==> src/hdl/resource_session_pkg.sv <==
// Purpose: Shared constants and types for the resource session handler
// Assumes: Messages are carried as decoded codes, not character streams
// Notes:   Cause strings are four ASCII characters packed into 32 bits
package resource_session_pkg;
    localparam int unsigned COUNT_W        = 10;
    localparam logic [9:0]  COUNT_MAX      = 10'h3e7;
    localparam logic [9:0]  COUNT_ZERO     = 10'h000;
    localparam logic [9:0]  COUNT_ONE      = 10'h001;
    localparam int unsigned CAUSE_W        = 32;
    localparam logic [31:0] CAUSE_SESSION_MESSAGE_COUNT     = 32'h4e4d5347;
    localparam logic [31:0] CAUSE_NONE     = 32'h00000000;

    // Message kinds sent downstream by this device
    typedef enum logic [2:0]
    {
        TX_NONE   = 3'h0,
        TX_OPEN   = 3'h1,
        TX_BODY   = 3'h2,
        TX_CLOSE  = 3'h3
    } tx_kind_e;

    // Body message classes
    typedef enum logic [1:0]
    {
        BODY_MSC   = 2'h0,
        BODY_FIC   = 2'h1,
        BODY_OTHER = 2'h2
    } body_class_e;

    // Session states, Gray coded along idle, open, body, close
    typedef enum logic [1:0]
    {
        ST_IDLE  = 2'b00,
        ST_OPEN  = 2'b01,
        ST_BODY  = 2'b11,
        ST_CLOSE = 2'b10
    } sess_state_e;
endpackage

==> src/hdl/session_track_if.sv <==
// Purpose: Carries session progress between the handler and its counter
// Assumes: Single clock domain
// Notes:   Counter owns the remaining-message count
`timescale 1ns/1ps
interface session_track_if;
    logic                                       load;
    logic                                       step;
    logic [resource_session_pkg::COUNT_W-1:0]   loadValue;
    logic [resource_session_pkg::COUNT_W-1:0]   remaining;
    logic                                       done;

    modport handler (output load, output step, output loadValue,
                     input remaining, input done);
    modport counter (input load, input step, input loadValue,
                     output remaining, output done);
endinterface

==> src/hdl/session_counter.sv <==
// Purpose: Counts body messages still owed in the open session
// Assumes: Load and step never coincide
// Notes:   Saturates at zero so an extra step cannot wrap
`timescale 1ns/1ps
module session_counter
(
    // Clock and reset
    input  wire logic       sys_clk,
    input  wire logic       rst_n,
    // Tracking link
    session_track_if.counter trk
);
    logic [resource_session_pkg::COUNT_W-1:0] remaining_r;

    always_ff @(posedge sys_clk or negedge rst_n)
    begin
        if (!rst_n)
            remaining_r <= resource_session_pkg::COUNT_ZERO;
        else if (trk.load)
            remaining_r <= trk.loadValue;
        else if (trk.step && remaining_r != resource_session_pkg::COUNT_ZERO)
            remaining_r <= remaining_r - resource_session_pkg::COUNT_ONE;
    end

    assign trk.remaining = remaining_r;
    assign trk.done      = (remaining_r == resource_session_pkg::COUNT_ZERO);
endmodule // session_counter

==> src/hdl/resource_session_handler.sv <==
// Purpose: Downstream end of the resource data exchange session
// Assumes: Upstream requests and aborts arrive as decoded one-cycle strobes
// Notes:   The allocation source is sampled when each body message leaves
`timescale 1ns/1ps
// Operation
// Upstream asks for its allocation by sending the info request.
// An info request is answered by opening a session.
// Allocation messages leave only inside an open session.
// Sent allocation values are those in force at send time.
// A recipient aborting a session states the reason.
// This device never sends the info request.
// Only this device sends the session opening message.
// Sending the opening message starts a new session.
// Opening message carries message count from 0 to 999.
// Exactly the announced number of messages follow, then the close.
// Close is sent only after all announced messages.
// Only this device sends the close, ending the session.
// Only upstream sends the abort, which ends the session.
// Abort carries four-character cause; SESSION_MESSAGE_COUNT means count mismatch.
// At most one MSC and one FIC capacity message per session.
// Capacity, limit and identifier messages only during an open session.
// Upstream counts body messages and reports SESSION_MESSAGE_COUNT on mismatch.
// Session state is idle or open; stray inputs ignored; idle on close or abort. The code queues a mid-session info request instead.
module resource_session_handler
#(
    parameter int unsigned COUNT_W = resource_session_pkg::COUNT_W
)
(
    // Clock and reset
    input  wire logic                                      sys_clk,
    input  wire logic                                      rst_n,
    // Upstream requests
    input  wire logic                                      infoReq,
    input  wire logic                                      abortReq,
    input  wire logic [resource_session_pkg::CAUSE_W-1:0]  abortCause,
    // Allocation source
    input  wire logic [COUNT_W-1:0]                        sessionMessageCount,
    input  wire logic                                      bodyValid,
    input  wire resource_session_pkg::body_class_e         bodyClass,
    input  wire logic [31:0]                               bodyData,
    // Outgoing message
    output logic                                           txValid,
    output resource_session_pkg::tx_kind_e                 txKind,
    output logic [COUNT_W-1:0]                             txCount,
    output resource_session_pkg::body_class_e              txClass,
    output logic [31:0]                                    txData,
    // Status
    output logic                                           bodyTaken,
    output logic                                           bodyRefused,
    output logic                                           sessionOpen,
    output logic                                           abortSeen,
    output logic [resource_session_pkg::CAUSE_W-1:0]       abortCauseOut,
    output logic                                           nmsgAbort
);
    // Counter and interface are sized by the package, so widths must agree
    if (COUNT_W != resource_session_pkg::COUNT_W)
    begin : g_width_check
        $error("COUNT_W must match the package count width");
    end

    resource_session_pkg::sess_state_e state_r;
    resource_session_pkg::sess_state_e state_nxt;
    session_track_if                   trk ();
    logic                              mscSent_r;
    logic                              ficSent_r;
    logic                              pendingReq_r;
    logic [COUNT_W-1:0]                clampedCount;
    logic                              bodyOk;
    logic                              classDup;

    session_counter u_counter
    (
        .sys_clk (sys_clk),
        .rst_n   (rst_n),
        .trk     (trk)
    );

    // Counts above 999 cannot be announced, so clamp
    assign clampedCount = (sessionMessageCount > resource_session_pkg::COUNT_MAX)
                        ? resource_session_pkg::COUNT_MAX : sessionMessageCount;

    assign classDup = (bodyClass == resource_session_pkg::BODY_MSC && mscSent_r)
                   || (bodyClass == resource_session_pkg::BODY_FIC && ficSent_r);
    // Body leaves only while open and still owed
    assign bodyOk   = (state_r == resource_session_pkg::ST_BODY) && bodyValid
                   && !trk.done && !classDup && !abortReq;

    always_comb
    begin
        state_nxt = state_r;
        unique case (state_r)
            resource_session_pkg::ST_IDLE:
                if (infoReq || pendingReq_r)
                    state_nxt = resource_session_pkg::ST_OPEN;
            resource_session_pkg::ST_OPEN:
                if (abortReq)
                    state_nxt = resource_session_pkg::ST_IDLE;
                else
                    state_nxt = resource_session_pkg::ST_BODY;
            resource_session_pkg::ST_BODY:
                if (abortReq)
                    state_nxt = resource_session_pkg::ST_IDLE;
                else if (trk.done)
                    state_nxt = resource_session_pkg::ST_CLOSE;
            resource_session_pkg::ST_CLOSE:
                state_nxt = resource_session_pkg::ST_IDLE;
        endcase
    end

    always_ff @(posedge sys_clk or negedge rst_n)
    begin
        if (!rst_n)
            state_r <= resource_session_pkg::ST_IDLE;
        else
            state_r <= state_nxt;
    end

    // Request seen mid-session is served once the session ends
    always_ff @(posedge sys_clk or negedge rst_n)
    begin
        if (!rst_n)
            pendingReq_r <= 1'b0;
        else if (infoReq && state_r != resource_session_pkg::ST_IDLE)
            pendingReq_r <= 1'b1;
        else if (state_r == resource_session_pkg::ST_IDLE)
            pendingReq_r <= 1'b0;
    end

    assign trk.load      = (state_r == resource_session_pkg::ST_OPEN);
    assign trk.loadValue = clampedCount;
    assign trk.step      = bodyOk;

    always_ff @(posedge sys_clk or negedge rst_n)
    begin
        if (!rst_n)
        begin
            mscSent_r <= 1'b0;
            ficSent_r <= 1'b0;
        end
        else if (state_r == resource_session_pkg::ST_OPEN)
        begin
            mscSent_r <= 1'b0;
            ficSent_r <= 1'b0;
        end
        else if (bodyOk)
        begin
            if (bodyClass == resource_session_pkg::BODY_MSC)
                mscSent_r <= 1'b1;
            if (bodyClass == resource_session_pkg::BODY_FIC)
                ficSent_r <= 1'b1;
        end
    end

    // Outgoing message; never an info request or abort from here
    always_ff @(posedge sys_clk or negedge rst_n)
    begin
        if (!rst_n)
        begin
            txValid <= 1'b0;
            txKind  <= resource_session_pkg::TX_NONE;
            txCount <= resource_session_pkg::COUNT_ZERO;
            txClass <= resource_session_pkg::BODY_OTHER;
            txData  <= 32'h00000000;
        end
        else
        begin
            txValid <= 1'b0;
            txKind  <= resource_session_pkg::TX_NONE;
            if (state_r == resource_session_pkg::ST_OPEN)
            begin
                txValid <= 1'b1;
                txKind  <= resource_session_pkg::TX_OPEN;
                txCount <= clampedCount;
            end
            else if (bodyOk)
            begin
                txValid <= 1'b1;
                txKind  <= resource_session_pkg::TX_BODY;
                txClass <= bodyClass;
                txData  <= bodyData;
            end
            // An aborted session gets no close
            else if (state_r == resource_session_pkg::ST_CLOSE && !abortReq)
            begin
                txValid <= 1'b1;
                txKind  <= resource_session_pkg::TX_CLOSE;
            end
        end
    end

    always_ff @(posedge sys_clk or negedge rst_n)
    begin
        if (!rst_n)
        begin
            bodyTaken   <= 1'b0;
            bodyRefused <= 1'b0;
            sessionOpen <= 1'b0;
        end
        else
        begin
            bodyTaken   <= bodyOk;
            bodyRefused <= bodyValid && !bodyOk;
            sessionOpen <= (state_nxt != resource_session_pkg::ST_IDLE);
        end
    end

    // Abort only counts while a session is open
    always_ff @(posedge sys_clk or negedge rst_n)
    begin
        if (!rst_n)
        begin
            abortSeen     <= 1'b0;
            abortCauseOut <= resource_session_pkg::CAUSE_NONE;
            nmsgAbort     <= 1'b0;
        end
        else
        begin
            abortSeen <= 1'b0;
            nmsgAbort <= 1'b0;
            if (abortReq && state_r != resource_session_pkg::ST_IDLE)
            begin
                abortSeen     <= 1'b1;
                abortCauseOut <= abortCause;
                nmsgAbort     <= (abortCause == resource_session_pkg::CAUSE_SESSION_MESSAGE_COUNT);
            end
        end
    end
endmodule // resource_session_handler

==> config.mk <==
export PLATFORM = sky130hd
export DESIGN_NAME = resource_session_handler
export DESIGN_NICKNAME = d
export VERILOG_FILES = /design/src/hdl/resource_session_pkg.sv /design/src/hdl/session_track_if.sv /design/src/hdl/session_counter.sv /design/src/hdl/resource_session_handler.sv
export SDC_FILE = /design/constraint.sdc
export NUM_CORES = 1
export LEC_CHECK = 0
export ABC_AREA = 1
export BUFFER_PORTS_ARGS = -buffer_cell sky130_fd_sc_hd__buf_2
export CORE_UTILIZATION = 52
export DETAILED_ROUTE_END_ITERATION = 8
export GPL_TIMING_DRIVEN = 0
export PLACE_DENSITY = 0.85
export SLEW_MARGIN = 20
export SYNTH_ARGS = -nofsm -noshare
export SYNTH_HDL_FRONTEND = slang
export SYNTH_SLANG_ARGS = --single-unit
export TNS_END_PERCENT = 100
==> constraint.sdc <==
create_clock -name sys_clk -period 5.15 [get_ports sys_clk]
set_clock_uncertainty 0.1 [all_clocks]
set_input_delay 0.7725 -clock sys_clk [delete_from_list [all_inputs] [get_ports sys_clk]]
set_output_delay 0.7725 -clock sys_clk [all_outputs]
set_load 0.01 [all_outputs]
### Yosys cells after proc, flatten, opt, wreduce, memory -nomap -nowiden

Index checks and enable logic that the tools add are counted.
W data, S select, Z words.

| word-level totals | value |
|---|---|
| register bits | 100 |
| input bits | 81 |
| output and inout bits | 85 |
| logic and storage cells | 79 |

| cells by class | value |
|---|---|
| add/subtract/negate cells | 1 |
| order comparisons | 1 |
| eq/ne operators | 5 |
| muxes and demuxes | 24 |
| bitwise logic cells | 1 |
| reductions and logical operators | 31 |

Operators by type and width:

| kind | count |
|---|---|
| $eq A32 B31 Y1 const B | 1 |
| $mux W10 | 3 |
| $mux W2 | 7 |
| $reduce_bool A2 Y1 | 7 |
| $mux W1 | 13 |
| $logic_and A1 B1 Y1 | 11 |
| $gt A10 B10 Y1 const B | 1 |
| $logic_not A10 Y1 | 1 |
| $reduce_bool A10 Y1 | 1 |
| $sub A10 B1 Y10 const B | 1 |
| $pmux W2 S4 | 1 |
| $reduce_and A2 Y1 | 3 |
| $eq A2 B1 Y1 const B | 2 |
| $eq A2 B2 Y1 const B | 2 |
| $logic_not A1 Y1 | 4 |
| $logic_not A2 Y1 | 2 |
| $logic_or A1 B1 Y1 | 2 |
| $not A1 Y1 | 1 |

### Depth between registers and ports, before layout

| logic depth | value |
|---|---|
| depth after elaboration | 9 |
| depth in mapped cells | 11 |
| gate-level depth less buffers | 11 |

### Cells and area by module

Synthesis repeated with hierarchy kept, for this count alone.

| unflattened totals | value |
|---|---|
| cell total of the unflattened synthesis | 538 |
| area total of the unflattened synthesis | 4320.4 um^2 |

Modules (own cells, without submodules):

| module | times used | cells an instance | area an instance (um^2) |
|---|---|---|---|
| resource_session_handler | 1 | 420 | 3562.2 |
| session_counter | 1 | 118 | 758.2 |

### Worst setup path before layout

OpenSTA, ideal clock, no wires.

| path | value |
|---|---|
| path type | input-to-reg |
| from | in abortReq |
| to | reg u_counter.remaining_r (netlist bit u_counter.trk.remaining[5]) |
| setup time | 0.068 ns |
| arrival time | 1.565 ns |
| required time | 4.982 ns |
| path slack | 3.416 ns |
| stages on the path | 8 |
| path buffers | 1 |
| cell sequence | inv_1 > nand2_1 > nor2_1 > nand3_1 > a21oi_2 > buf_2 > nand2_1 > nand3_1 |

| on the way | value |
|---|---|
| word-level cells in the longest chain between the ends | 4 |

RTL lines:

| item | RTL line | text |
|---|---|---|
| start: declaration | resource_session_handler.sv:34 | `input wire logic abortReq,` |
| $logic_not A1 Y1 | resource_session_handler.sv:86 | `&& !trk.done && !classDup && !abortReq;` |
| $logic_and A1 B1 Y1 | resource_session_handler.sv:86 |  |
| $logic_and A1 B1 Y1 | session_counter.sv:21 | `else if (trk.step && remaining_r != resource_session_pkg::COUNT_ZERO)` |
| $reduce_bool A2 Y1 (no source line) | - |  |
| end signal: assignment | session_counter.sv:18 | `remaining_r <= resource_session_pkg::COUNT_ZERO;` |
| end signal: assignment | session_counter.sv:20 | `remaining_r <= trk.loadValue;` |
| end signal: assignment | session_counter.sv:22 | `remaining_r <= remaining_r - resource_session_pkg::COUNT_ONE;` |
| end: declaration | session_counter.sv:13 | `logic [resource_session_pkg::COUNT_W-1:0] remaining_r;` |

Every way passes these cells.
A chain may end at the register's enable or synchronous reset.

### Final worst setup path

| path | value |
|---|---|
| from | reg u_counter.remaining_r (netlist bit u_counter.trk.remaining[0]) |
| to | reg txData[16] |

| on the way | value |
|---|---|
| word-level cells in the longest chain between the ends | 6 |

RTL lines:

| item | RTL line | text |
|---|---|---|
| $logic_not A10 Y1 | session_counter.sv:26 | `assign trk.done = (remaining_r == resource_session_pkg::COUNT_ZERO);` |
| $logic_not A1 Y1 | resource_session_handler.sv:86 |  |
| $logic_and A1 B1 Y1 (3 in series) | resource_session_handler.sv:86 |  |
| $reduce_and A2 Y1 (no source line) | - |  |
| end signal: assignment | resource_session_handler.sv:180 | `txData <= bodyData;` |
| end: declaration | resource_session_handler.sv:46 | `output logic [31:0] txData,` |

Every way passes these cells.

==> qor.txt <==
Remaining Overflow, GRT = 0
post-CTS sizing = 0
vias in the first global route = 3570
Commonest cells post-synth = 240 x nand2_1, 98 x dfrtp_1, 39 x inv_1
critical path endpoint category = flip-flop
M2 GR Usage = 40.6%
via count = 3765
IO Port Bufs = 164
Setup Slack @ Placement = 2.95 ns
Psw = 0.00116 W
startpoint types = flip-flop
minimum clock period = 1.95 ns
synth top area cells = dfrtp_1 59%, nand2_1 22%, nand3_1 3.6%
grt met1 use = 32.4%
sequential fraction of the synthesis area = 59.6%
Pleak = 3.17 nW
count leader, synth = nand2_1
Achievable Freq = 514 MHz
Pint = 0.00187 W
Setup Viol. Count Final = 0
Rows = 32
sequential cell area = 2480 um^2
Clk Latency, worst-skew pair = 0.36 ns
Critical Path AT = 2.15 ns
Die Y = 91.4 um
synthesis-to-layout area growth = 29.1%
sequential power share = 43.1%
Fin Setup TNS = 0 ns
Die ar. = 8360 um^2
hold_buf cts = 0
#FFs+latches synth = 99
clock share of power = 18.1%
peak supply drop = 0.260 mV
Hold Vio Cnt, Final = 0
WL per Instance = 12.5 um
area leader, netlist = dfrtp_1
clk root buf = clkbuf_8
Crit Path Max Fanout = 10
drt via density = 4.85
RSZ-0062 raised after global routing = no
post-synthesis cell count = 493
pin count of the biggest net entering global routing = 59
GRT Max-Usage Layer = met2
CORE AREA = 7730 um^2
Ports = 166
Net Sw Frac = 38.3%
R2R depth = 11
global-route usage over all layers = 24.4%
ys flop type = dfrtp_1
layout cells sized above 1 = 30.4%
PD cells = 566 nW/um^2
initial antenna violation count = 0
Yosys cell types = 26
asr flop ratio synth = 100%
Avg Cell Area, Syn = 8.44 um^2
status = finished clean
clock buffer depth = 2
final HPWL from detailed placement = 7.33 mm
Comb pwr share = 38.8%
1st-iter DRT viols = 113
Required @ worst endpoint = 5.35 ns
GPL Wtd Cong = 0.908
Post-CTS Setup Repair Bufs = 0
drt total wl = 9.71 mm
CTS Buf Count = 9
fin nets = 751
Syn Nets = 575
clock sink total = 99
first-pass GRT wire length = 16.1 mm
H-tree depth = 3
met3 usage = 3.02%
CP Class = reg -> reg
Starting Density = 53.8%
Initial DRT Pass Iterations = 5
share of the synthesized area in the top cell type = 59.0%
footprint of the multi-input gates = 1390 um^2
Tcrit/Tclk final = 37.8%
Mapped Area = 4160 um^2
residual DRC count = 0
Routed Antenna Nets = 0
number of flops mapped to enable cells by yosys = 0
final setup margin = 3.20 ns
CTS tree = done
MaxCap Viol Count = 0
Final Slew Violations = 0
Hold Path Class = in -> async
clk slew on worst S/H paths = 0.10 ns
Die Wd = 91.4 um
total chip power = 0.00304 W
Ys Warns = 0
Layout fillers = 631
n_diodes = 0
==> metrics by stage <==
step / utilization [%] / std cells / hold WS [ns] / instance area [um^2]
3_5_place_dp: 66.5 / 760 / 0.354 / 5140
2_1_floorplan: - / 493 / 0.351 / 4160
5_1_grt: 69.5 / 776 / 0.241 / 5370
3_3_place_gp: 66.1 / 759 / 0.350 / 5110
6_report: 69.5 / 776 / 0.214 / 5370
4_1_cts: 69.5 / 776 / 0.222 / 5370
==> critical path, cell delays in order (launching register included) <==
cell and delay, ns:
dfrtp_1 0.39, inv_1 0.12, ha_1 0.18, inv_1 0.05, nor2_1 0.23, nand2_2 0.14
nor2_4 0.13, nand2_1 0.10, nand2_4 0.14, clkbuf_8 0.18, nand2_1 0.06, nand2_1 0.08
==> power groups by stage <==
stage	sequential [W]	combinational, W	clock [W]
after floorplan	0.00146	0.000540	0
after global placement	0.00130	0.00115	0
after detailed placement	0.00132	0.00119	0
after CTS	0.00131	0.00119	0.000563
after global routing	0.00135	0.00133	0.000592
final	0.00131	0.00118	0.000551
==> metal layers <==
layer  up-vias  routed length (um)
li1       1864                   -
met1      1755                4240
met2       129                4830
met3        17                 456
met4         0                 195
met5         -                   0
==> kinds of logic after synthesis <==
logic type	after synthesis	synth area share, %
adders and majority gates	1	0.301
AOI/OAI and AO/OA	27	3.52
other	1	0.0902
DFF	99	59.6
xor gates and xnor gates	1	0.211
and+or+nand+nor	304	29.3
buffers and inverters	60	6.95
==> placed cells by master (no fill, tap or decap), types with 2 or more instances in the layout <==
cell type,netlist,final
nand2_1,240,240
buf_2,12,175
dfrtp_1,98,98
inv_1,39,39
nand3_1,30,30
o21ai_0,23,23
nor2_1,21,21
clkbuf_8,3,13
nand4_1,7,7
buf_6,2,3
nand2_2,2,2
clkbuf_1,2,2
clkinvlp_4,0,2
bufinv_16,0,2
==> cell type report <==
class / count / area share (%)
sequential: 99 / 46.2
multi-input combinational: 334 / 25.9
timing repair buffer: 165 / 15.9
inverter: 40 / 2.80
buffer: 20 / 2.59
clock buffer: 10 / 2.56
tap: 102 / 2.38
clock inverter: 6 / 1.66
==> registers in the layout (all words and copies together) (netlist names), 2 cells and up <==
signal and count:
txKind 2, u_counter.trk.remaining 10, abortCauseOut 32, txClass 2, txCount 10, txData 32
state_r 2
==> worst paths after layout <==
kind / slack (ns) / endpoint / startpoint
max in group asynchronous: 4.13 / txData[20]$_DFFE_PN0P_ / rst_n
min: 0.21 / u_counter.trk.remaining[0]$_DFFE_PN0P_ / rst_n
min reg2reg: 0.38 / abortCauseOut[6]$_DFFE_PN0P_ / abortCauseOut[6]$_DFFE_PN0P_
min in group sys_clk: 0.38 / abortCauseOut[6]$_DFFE_PN0P_ / abortCauseOut[6]$_DFFE_PN0P_
max: 3.20 / txData[16]$_DFFE_PN0P_ / u_counter.trk.remaining[0]$_DFFE_PN0P_
max reg2reg: 3.20 / txData[16]$_DFFE_PN0P_ / u_counter.trk.remaining[0]$_DFFE_PN0P_
No activity file was read; power rests on OpenSTA's default activity.
